### src/hw/light_result_consts.vh
// Offsets, field positions and reset values of the light channel result registers.
`ifndef LIGHT_RESULT_CONSTS_VH
`define LIGHT_RESULT_CONSTS_VH

`define LUX_RESULT_LOW_ADDR        8'h88
`define LUX_RESULT_HIGH_ADDR       8'h89
`define CLEAR_RESULT_LOW_ADDR      8'h8d
`define CLEAR_RESULT_MID_ADDR      8'h8e
`define CLEAR_RESULT_HIGH_ADDR     8'h8f
`define INFRARED_RESULT_LOW_ADDR   8'h90
`define INFRARED_RESULT_MID_ADDR   8'h91
`define INFRARED_RESULT_HIGH_ADDR  8'h92
`define CLEAR_WEIGHT_LOW_ADDR      8'h93
`define CLEAR_WEIGHT_HIGH_ADDR     8'h94

`define RESULT_WIDTH               20
`define LOW_FIELD_LSB              4
`define MID_FIELD_LSB              8
`define HIGH_FIELD_LSB             16
`define RES_MIN_BITS               5'h04
`define RES_MAX_BITS               5'h14

`define RESULT_RESET               20'h00000
`define LUX_RESET                  16'h0000
`define CLEAR_WEIGHT_LOW_RESET     8'h80
`define CLEAR_WEIGHT_HIGH_RESET    8'h03
`define UNMAPPED_READ_VALUE        8'h00

`endif

### src/hw/light_channel_result_regs.v
// Frozen, shadowed light channel result registers and the clear channel weight.
`timescale 1ns/1ns
`include "light_result_consts.vh"

// Behaviour
// - Clear diode result carries 4 to 20 significant bits per configured resolution.
// - Clear result is MSB-aligned in 20 bits; unused low positions are zero.
// - Infrared diode result carries 4 to 20 bits, MSB-aligned the same way.
// - Visible result bytes stay unchanged for the whole of a host read.
// - A result arriving during a host read is parked in shadow until a newer result replaces it.
// - Pending shadow values move to visible registers once no read is active; a new result in that cycle wins instead.
// - Offset 0x8d bits 7:4 hold clear result bits 3:0; bits 3:0 unused.
// - Offset 0x8e holds the clear result middle byte.
// - Offset 0x8f holds the clear result top byte, bit 7 the MSB.
// - Offset 0x90 bits 7:4 hold infrared result bits 3:0; bits 3:0 unused.
// - Offset 0x91 holds the infrared result middle byte.
// - Offset 0x92 holds the infrared result top byte, bit 7 the MSB.
// - A 16-bit weight for the clear result is kept for illuminance computation.
// - Weight low byte at 0x93, high byte at 0x94.
// - Weight low byte resets to 0x80.
// - Weight high byte resets to 0x03; all result bytes reset to 0x00.
// - Illuminance bytes at 0x88 and 0x89 freeze and shadow the same way.
module light_channel_result_regs #(
    parameter WIDTH = `RESULT_WIDTH
) (
    input  wire             sys_clk_i,      // Device clock, 10 MHz
    input  wire             srst_i,         // Synchronous reset, active high
    input  wire             read_active_i,  // High while a host read transaction runs
    input  wire             rd_en_i,        // One-cycle register read strobe
    input  wire             wr_en_i,        // One-cycle register write strobe
    input  wire [7:0]       addr_i,         // Register offset
    input  wire [7:0]       wr_data_i,      // Write data byte
    input  wire             result_valid_i, // One-cycle pulse: new conversion results
    input  wire [WIDTH-1:0] clear_raw_i,    // Right-aligned clear diode conversion
    input  wire [WIDTH-1:0] infrared_raw_i, // Right-aligned infrared diode conversion
    input  wire [15:0]      lux_i,          // Illuminance result of the same conversion
    input  wire [4:0]       res_bits_i,     // Configured resolution, 4 to 20 bits
    output reg  [7:0]       rd_data_o,      // Read data, valid the cycle after rd_en_i
    output reg              rd_valid_o,     // One-cycle pulse marking rd_data_o
    output reg  [15:0]      clear_weight_o  // Clear channel weight for lux computation
);

    wire [WIDTH-1:0] clear_aligned;
    wire [WIDTH-1:0] infrared_aligned;

    reg  [WIDTH-1:0] clear_q;
    reg  [WIDTH-1:0] clear_d;
    reg  [WIDTH-1:0] infrared_q;
    reg  [WIDTH-1:0] infrared_d;
    reg  [15:0]      lux_q;
    reg  [15:0]      lux_d;
    reg  [WIDTH-1:0] clear_shadow_q;
    reg  [WIDTH-1:0] infrared_shadow_q;
    reg  [15:0]      lux_shadow_q;
    reg              pending_q;
    reg              pending_d;
    reg  [7:0]       rd_data_d;
    reg  [15:0]      weight_d;

    // The engine delivers right-aligned values; both channels share the resolution.
    result_justify #(
        .WIDTH      (WIDTH)
    ) u_clear_justify (
        .raw_i      (clear_raw_i),
        .res_bits_i (res_bits_i),
        .aligned_o  (clear_aligned)
    );

    result_justify #(
        .WIDTH      (WIDTH)
    ) u_infrared_justify (
        .raw_i      (infrared_raw_i),
        .res_bits_i (res_bits_i),
        .aligned_o  (infrared_aligned)
    );

    // Visible registers change only outside a read. A result that arrives with a
    // pending shadow while idle is newer, so it wins over the shadow copy.
    always @* begin
        clear_d    = clear_q;
        infrared_d = infrared_q;
        lux_d      = lux_q;
        pending_d  = pending_q;
        if (read_active_i) begin
            if (result_valid_i) begin
                pending_d = 1'b1;
            end
        end else if (result_valid_i) begin
            clear_d    = clear_aligned;
            infrared_d = infrared_aligned;
            lux_d      = lux_i;
            pending_d  = 1'b0;
        end else if (pending_q) begin
            clear_d    = clear_shadow_q;
            infrared_d = infrared_shadow_q;
            lux_d      = lux_shadow_q;
            pending_d  = 1'b0;
        end
    end

    always @(posedge sys_clk_i) begin
        if (srst_i) begin
            clear_q    <= `RESULT_RESET;
            infrared_q <= `RESULT_RESET;
            lux_q      <= `LUX_RESET;
            pending_q  <= 1'b0;
        end else begin
            clear_q    <= clear_d;
            infrared_q <= infrared_d;
            lux_q      <= lux_d;
            pending_q  <= pending_d;
        end
    end

    // Shadow keeps only the newest result caught during a read; older ones that
    // were never visible are superseded, which is what a reader would want.
    always @(posedge sys_clk_i) begin
        if (srst_i) begin
            clear_shadow_q    <= `RESULT_RESET;
            infrared_shadow_q <= `RESULT_RESET;
            lux_shadow_q      <= `LUX_RESET;
        end else if (read_active_i && result_valid_i) begin
            clear_shadow_q    <= clear_aligned;
            infrared_shadow_q <= infrared_aligned;
            lux_shadow_q      <= lux_i;
        end
    end

    // Only the weight bytes are writable; result offsets fall through untouched.
    always @* begin
        weight_d = clear_weight_o;
        if (wr_en_i) begin
            case (addr_i)
                `CLEAR_WEIGHT_LOW_ADDR: begin
                    weight_d[7:0] = wr_data_i;
                end
                `CLEAR_WEIGHT_HIGH_ADDR: begin
                    weight_d[15:8] = wr_data_i;
                end
                default: begin
                    weight_d = clear_weight_o;
                end
            endcase
        end
    end

    always @(posedge sys_clk_i) begin
        if (srst_i) begin
            clear_weight_o <= {`CLEAR_WEIGHT_HIGH_RESET, `CLEAR_WEIGHT_LOW_RESET};
        end else begin
            clear_weight_o <= weight_d;
        end
    end

    always @* begin
        case (addr_i)
            `LUX_RESULT_LOW_ADDR: begin
                rd_data_d = lux_q[7:0];
            end
            `LUX_RESULT_HIGH_ADDR: begin
                rd_data_d = lux_q[15:8];
            end
            `CLEAR_RESULT_LOW_ADDR: begin
                rd_data_d = {clear_q[`LOW_FIELD_LSB-1:0], 4'h0};
            end
            `CLEAR_RESULT_MID_ADDR: begin
                rd_data_d = clear_q[`MID_FIELD_LSB+3:`LOW_FIELD_LSB];
            end
            `CLEAR_RESULT_HIGH_ADDR: begin
                rd_data_d = clear_q[WIDTH-1:`HIGH_FIELD_LSB-4];
            end
            `INFRARED_RESULT_LOW_ADDR: begin
                rd_data_d = {infrared_q[`LOW_FIELD_LSB-1:0], 4'h0};
            end
            `INFRARED_RESULT_MID_ADDR: begin
                rd_data_d = infrared_q[`MID_FIELD_LSB+3:`LOW_FIELD_LSB];
            end
            `INFRARED_RESULT_HIGH_ADDR: begin
                rd_data_d = infrared_q[WIDTH-1:`HIGH_FIELD_LSB-4];
            end
            `CLEAR_WEIGHT_LOW_ADDR: begin
                rd_data_d = clear_weight_o[7:0];
            end
            `CLEAR_WEIGHT_HIGH_ADDR: begin
                rd_data_d = clear_weight_o[15:8];
            end
            default: begin
                rd_data_d = `UNMAPPED_READ_VALUE;
            end
        endcase
    end

    always @(posedge sys_clk_i) begin
        if (srst_i) begin
            rd_data_o  <= 8'h00;
            rd_valid_o <= 1'b0;
        end else begin
            rd_valid_o <= rd_en_i;
            if (rd_en_i) begin
                rd_data_o <= rd_data_d;
            end
        end
    end

endmodule

### src/hw/result_justify.v
// Left-justifies a right-aligned conversion result of 4 to 20 bits in a 20-bit field.
`timescale 1ns/1ns
`include "light_result_consts.vh"

module result_justify #(
    parameter WIDTH = `RESULT_WIDTH
) (
    input  wire [WIDTH-1:0] raw_i,     // Right-aligned conversion value
    input  wire [4:0]       res_bits_i, // Significant bits of the conversion
    output reg  [WIDTH-1:0] aligned_o  // MSB-aligned value, low positions zero
);

    reg [4:0] bits;
    reg [4:0] shift;

    always @* begin
        bits = res_bits_i;
        // Out-of-range settings are clamped so the MSB still lands at the top.
        if (bits < `RES_MIN_BITS) begin
            bits = `RES_MIN_BITS;
        end
        if (bits > `RES_MAX_BITS) begin
            bits = `RES_MAX_BITS;
        end
        shift     = `RES_MAX_BITS - bits;
        aligned_o = raw_i << shift;
    end

endmodule
### config.mk
export PLATFORM = sky130hd
export DESIGN_NAME = light_channel_result_regs
export DESIGN_NICKNAME = d
export VERILOG_FILES = /design/src/hw/light_channel_result_regs.v /design/src/hw/result_justify.v
export VERILOG_INCLUDE_DIRS = /design/src /design/src/hw
export SDC_FILE = /design/constraint.sdc
export NUM_CORES = 1
export LEC_CHECK = 0
export ABC_AREA = 1
export BUFFER_PORTS_ARGS = -buffer_cell sky130_fd_sc_hd__buf_2
export CAP_MARGIN = 0
export CELL_PAD_IN_SITES_DETAIL_PLACEMENT = 0
export CELL_PAD_IN_SITES_GLOBAL_PLACEMENT = 1
export CORE_ASPECT_RATIO = 1.2
export CORE_MARGIN = 2
export CORE_UTILIZATION = 30
export CTS_CLUSTER_DIAMETER = 60
export DETAILED_ROUTE_END_ITERATION = 8
export PLACE_DENSITY = 0.71
export SLEW_MARGIN = 40
export SYNTH_ARGS = -nofsm -noshare
export SYNTH_HDL_FRONTEND = slang
export SYNTH_SLANG_ARGS = --single-unit
### constraint.sdc
create_clock -name sys_clk_i -period 4.5 [get_ports sys_clk_i]
set_input_delay 0.675 -clock sys_clk_i [delete_from_list [all_inputs] [get_ports sys_clk_i]]
set_output_delay 0.675 -clock sys_clk_i [all_outputs]
set_load 0.02 [all_outputs]
# Word level (Yosys, flattened, before mapping)
# Cells that the tools add are included.
word_totals:
  reg_bits: 138
  output_inout_bits: 25
  wordCells: 42
  input_bits: 83
op_classes:
  n_mux: 9
  order_cmp: 2
  n_reduce_logical: 6
  add_sub_neg: 1
  shift: 2
  bitwise_logic: 1
  n_eq_ne: 10
ops:
  columns: ["operator", "count"]
  rows:
  - ["== test 8 bit (second input constant)", 10]
  - ["2-to-1 mux 20 bit", 4]
  - ["one-hot mux 8 bit (10 select lines)", 1]
  - ["<< shifter 20 x 5 -> 20 bit", 2]
  - ["2-to-1 mux 16 bit", 2]
  - ["2-to-1 mux 5 bit", 2]
  - ["AND reduction 2 bit", 3]
  - ["> comparator 5 bit (second input constant)", 1]
  - ["less-than comparator 5 x 3 -> 1 bit (second input constant)", 1]
  - ["subtractor 5 bit (first input constant)", 1]
  - ["nonzero test 2 bit", 1]
  - ["OR reduction 2 bit", 1]
  - ["logical AND 1 bit", 1]
  - ["NOT 1 bit", 1]

# Logic depth before layout (Yosys ltp)
logic_depth:
  ltp_word: 7
  depth_mapped: 17
  depth_no_buf: 15

# Hierarchy
# Synthesis repeated with hierarchy kept, for this count alone.
unflattened:
  cells_unflattened: 1295
  area_unflattened_um2: 8257.9
modules_own_cells:
  columns: ["mod", "seq_area_each_um2", "cells_per_inst", "area_each_um2", "n_inst"]
  rows:
  - ["light_channel_result_regs", 2762.6, 847, 6028.3, 1]
  - ["result_justify", 0.0, 224, 1114.8, 2]

# Least setup slack after synthesis
# OpenSTA, ideal clock, no wires.
synth_timing:
  path_type: "input-to-reg"
  from: "input res_bits_i[0]"
  to: "register clear_q[0]"
  setup_ns: 0.070
  required_ns: 4.430
  path_slack_ns: 1.511
  arrival_ns: 2.919
  stages: 15
  path_buffers: 3
  cell_sequence: "o21ai_1 nand2_1 nand2_2 clkbuf_1 o211ai_1 ha_1 clkbuf_1 inv_1 clkbuf_1 nand2_1 nor2_1 nand2_1 a21oi_1 o21ai_0 a21oi_1"
synth_between:
  elab_chain_cells: 7
synth_lines:
  columns: ["item", "line", "text"]
  rows:
  - ["from (decl)", "light_channel_result_regs.v:37", "input wire [4:0] res_bits_i,"]
  - ["less-than comparator 5 x 3 -> 1 bit (no line)", null, null]
  - ["2-to-1 mux 5 bit (*)", "result_justify.v:19", "if (bits < `RES_MIN_BITS) begin"]
  - ["> comparator 5 bit (no line)", null, null]
  - ["2-to-1 mux 5 bit (*)", "result_justify.v:22", "if (bits > `RES_MAX_BITS) begin"]
  - ["subtractor 5 bit (no line) (*)", null, null]
  - ["<< shifter 20 x 5 -> 20 bit (*)", "result_justify.v:26", "aligned_o = raw_i << shift;"]
  - ["2-to-1 mux 20 bit (*)", "light_channel_result_regs.v:88", "end else if (result_valid_i) begin"]
  - ["to (signal assigned)", "light_channel_result_regs.v:103", "clear_q <= `RESULT_RESET;"]
  - ["to (signal assigned)", "light_channel_result_regs.v:108", "clear_q <= clear_d;"]
  - ["to (decl)", "light_channel_result_regs.v:46", "reg [WIDTH-1:0] clear_q;"]
# Every way passes the cells marked *; elsewhere a longest branch is shown, timed or not.
# A chain may end at the register's enable or synchronous reset.

# Worst setup path after layout
layout_timing:
  from: "input res_bits_i[0]"
  to: "register infrared_q[5]"
layout_between:
  elab_chain_cells: 7
layout_lines:
  columns: ["item", "line", "text"]
  rows:
  - ["less-than comparator 5 x 3 -> 1 bit (no line)", null, null]
  - ["2-to-1 mux 5 bit (*)", "result_justify.v:19", null]
  - ["> comparator 5 bit (no line)", null, null]
  - ["2-to-1 mux 5 bit (*)", "result_justify.v:22", null]
  - ["subtractor 5 bit (no line) (*)", null, null]
  - ["<< shifter 20 x 5 -> 20 bit (*)", "result_justify.v:26", null]
  - ["2-to-1 mux 20 bit (*)", "light_channel_result_regs.v:88", null]
  - ["to (signal assigned)", "light_channel_result_regs.v:104", "infrared_q <= `RESULT_RESET;"]
  - ["to (signal assigned)", "light_channel_result_regs.v:109", "infrared_q <= infrared_d;"]
  - ["to (decl)", "light_channel_result_regs.v:48", "reg [WIDTH-1:0] infrared_q;"]
# Marks and branches as above.

==> summary.txt <==
Status
  – Status: finished, final reports clean

Worst setup path
  – Peak per-stage delay on the critical path: about 0.45 ns
  – WP data arrival: ~3.3 ns
  – Critical R2R Launch: pending_q
  – Critical Setup Path Class: in -> reg
  – FF-to-FF path depth: 8
  – CP Max Fanout: 20
  – Top cell by count, worst path: nand3_1
  – Data required time at the worst endpoint: 4.85 ns
  – CP endpoint kind: flip-flop
  – Register-to-register setup slack: roughly 2.5 ns
  – Setup crit start kind: input port
  – CP cell instances: buf_2 -> o21ai_1 -> nand2_1 -> nand2_2 -> o211ai_1 -> ha_1 -> inv_1 -> buf_4 -> nand3_1 -> nand3_1 -> nand3_1 -> nand2_1 -> o211ai_1 -> a21oi_1
  – Critical Path Slowest Stage Cell: inv_1
  – Reg-to-Reg End: clear_q[2]

Clocking
  – Number of CTS-inserted buffers: 17
  – CTS Hold Bufs: 0
  – Worst-path clk slew: approximately 0.060 ns
  – CTS tree: yes
  – Clock Sink Count: 138
  – Post-CTS setup buffers: 0
  – CTS root buffer: clkbuf_16
  – Cells resized by post-CTS repair: 0
  – Worst-Skew Late Latency: ~0.42 ns
  – Max Root-Sink Buffers: 2
  – CTS H-tree depth: 4

Floorplanning
  – Core Area: 25500 um^2
  – Row cnt: between 60 and 70
  – Ports: around 110
  – Initial Util: 30.7%
  – Chip Width: approximately 150 um
  – Die Ht: around 180 um
  – Die Area: between 20000 and 30000 um^2

Yosys
  – Top FF cell, synth: dfxtp_1
  – Top cells by area, synth: dfxtp_1, nand3_1, nand2_1
  – Share of synthesized registers carrying an async set or reset: 0%
  – Synth Instances: 1232
  – Number of synthesized flops with an enable pin: 0
  – Synthesis-stage register bit count: approximately 140
  – YS warnings: 0
  – Post-synthesis sequential area ratio: between 30% and 40%
  – Proportion of netlist area held by the largest area contributor: between 30% and 40%
  – Cell variety after synth: 34
  – Synthesized cell area: around 8000 um^2
  – Avg Cell Area, Syn: 6.36 um^2
  – Net Count, Synth: approximately 1300
  – Area leader, netlist: dfxtp_1

STA
  – Number of setup violations in the final report: 0
  – Hold slack: between 0.4 and 0.5 ns
  – Fin crit period: between 2 and 3 ns
  – Slew Viols, Final: 0
  – Fin Setup TNS: 0 ns
  – Actual slew at the worst max-slew pin: between 0.8 and 0.9 ns
  – Worst Slack Setup Final: approximately 1.6 ns
  – Final Skew: between 0.007 and 0.008 ns
  – Crit share post-route: about two thirds
  – RSZ-0062 raised after global routing: false
  – Max-slew headroom: 46.3%
  – FMAX: 341 MHz
  – Final Hold Vio Count: 0

Pwr
  – P per Cell Area: roughly 370 nW/um^2
  – Total power draw: about 3.4 mW
  – VDD IR max: roughly 0.00024 V
  – Leak pwr: approximately 4 nW

Detailed routing
  – DR vias/cell: 5.14
  – Detail Route Antenna Nets: 0
  – Drt initial violations: about 650
  – WL/cell: ~16 um
  – Detailed Routing Iterations Pass 1: 6
  – Vias after detailed routing: 8416
  – Post-route DRC: 0
  – Final wirelength: 26.1 mm

GRT
  – Vias in the first global route: 7687
  – Initial antenna violation count: 0
  – All-Layer GR Usage: 19.3%
  – First-pass GRT wire length: between 40 and 50 mm
  – Pin count of the biggest net entering global routing: 70
  – Remaining global-route overflow: 0

Placed design
  – Number of port buffers: 107
  – Placed Area: ~8600 um^2
  – Post-Place Worst Slack: roughly 1.1 ns
  – Placed cells: between 1500 and 2000
  – Hpwl dp: between 15 and 20 mm
  – Gpl congestion: roughly 0.87

Finish
  – Fin nets: around 1400
  – Final instance area: a little over 9000 um^2
  – Ant. Diodes: 0
  – Synth-to-Final Area Change: 17.1%
  – Reg area: about 2800 um^2
  – Multi-input logic area: approximately 4300 um^2
  – Layout Utilization: around 36%
  – Fillers: ~2800
  – Share of layout cells above drive strength 1: between 10% and 20%
  – Post-route insts no fill: roughly 1600

Min path
  – Hold EP: rd_data_o[3]
  – Worst min path class: reg -> reg
  – Hold path depth: 2
  – Hold path startpoint: rd_data_o[3]

Flow run
  – Max cap viols: 0
-- registers in the layout, indices dropped and copies added (netlist names) --
register           cells
clear_q               20
clear_shadow_q        20
clear_weight_o        16
infrared_q            20
infrared_shadow_q     20
lux_q                 16
lux_shadow_q          16
pending_q              1
rd_data_o              8
rd_valid_o             1
-- how the worst max path moves through the flow --
| stage | from | endpoint |
|---|---|---|
| 2_1_floorplan | res_bits_i[0] | clear_q[0] |
| 3_3_place_gp | res_bits_i[0] | infrared_q[5] |
| 3_5_place_dp | res_bits_i[0] | infrared_q[5] |
| 4_1_cts | res_bits_i[0] | infrared_q[5] |
| 5_1_grt | res_bits_i[0] | clear_q[13] |
| 6_report | res_bits_i[0] | infrared_q[5] |
-- cells in the mapped netlist (all sizes together), types with 4 or more instances --
library cell,count
a211oi,7
a21oi,84
a221oi,4
a22o,5
a31oi,16
a41oi,8
buf,28
clkbuf,55
dfxtp,138
inv,117
nand2,249
nand3,261
nand4,16
nor2,113
nor3,5
o211ai,26
o21ai,84
o22ai,7
-- cell type report --
cell class | count | area share (%)
Inverter | 118 | 4.87
Multi-Input combinational cell | 893 | 46.7
Tap cell | 330 | 4.50
Clock inverter | 11 | 1.31
Timing Repair Buffer | 127 | 7.48
Sequential cell | 138 | 30.1
Clock buffer | 21 | 5.02
-- worst max-delay path: cells and delay by family --
family | cells | cell delay, ns
AO/OA/AOI/OAI | 4 | 0.56
buffers and inverters | 3 | 0.86
adder cells (fa/ha/maj) | 1 | 0.33
AND/OR/NAND/NOR | 6 | 0.86
-- cells in the final DEF (no fill, tap or decap), types with 2 or more instances in the layout --
| cell | netlist | final |
|---|---|---|
| nand3_1 | 261 | 261 |
| nand2_1 | 246 | 246 |
| dfxtp_1 | 138 | 138 |
| inv_1 | 111 | 110 |
| nor2_1 | 110 | 109 |
| buf_2 | 14 | 107 |
| a21oi_1 | 84 | 84 |
| o21ai_0 | 73 | 73 |
| o211ai_1 | 26 | 26 |
| buf_4 | 3 | 20 |
| clkbuf_16 | 0 | 17 |
| nand4_1 | 16 | 16 |
| a31oi_1 | 16 | 16 |
| o21ai_1 | 10 | 10 |
| a41oi_1 | 8 | 8 |
| o22ai_1 | 7 | 7 |
| a211oi_1 | 7 | 7 |
| inv_2 | 6 | 5 |
| clkinv_2 | 0 | 5 |
| nor3_1 | 5 | 5 |
| a22o_1 | 5 | 5 |
| nor2_2 | 3 | 4 |
| a221oi_1 | 4 | 4 |
| nand3b_1 | 3 | 3 |
| clkinvlp_4 | 0 | 3 |
| nand2_4 | 2 | 2 |
| bufinv_16 | 0 | 2 |
| clkbuf_1 | 55 | 2 |
| clkbuf_8 | 0 | 2 |
-- power breakdown --
group | internal, mW | total, mW | switching (mW)
clock network | 0.843 | 1.38 | 0.539
logic | 0.220 | 0.699 | 0.479
registers | 1.29 | 1.33 | 0.0353
-- per-layer routing --
metal / routed length (um) / global-route usage, % / vias up
met5: 0 / 0 / -
met4: 501 / 5.50 / 0
met3: 1320 / 3.03 / 28
met2: 12000 / 29.8 / 246
met1: 12300 / 27.5 / 3853
li1: - / - / 4289
-- kinds of logic (layout without fill, tap and decap cells) --
kind of cell    count (synthesis)  after routing  share of synthesized area, %
fa+ha+maj                       1              1                         0.160
simple gates                  648            648                          36.3
compound gates                244            244                          18.1
buf+inv                       201            277                          10.1
flops                         138            138                          35.3
No activity file was read; power rests on OpenSTA's default activity.
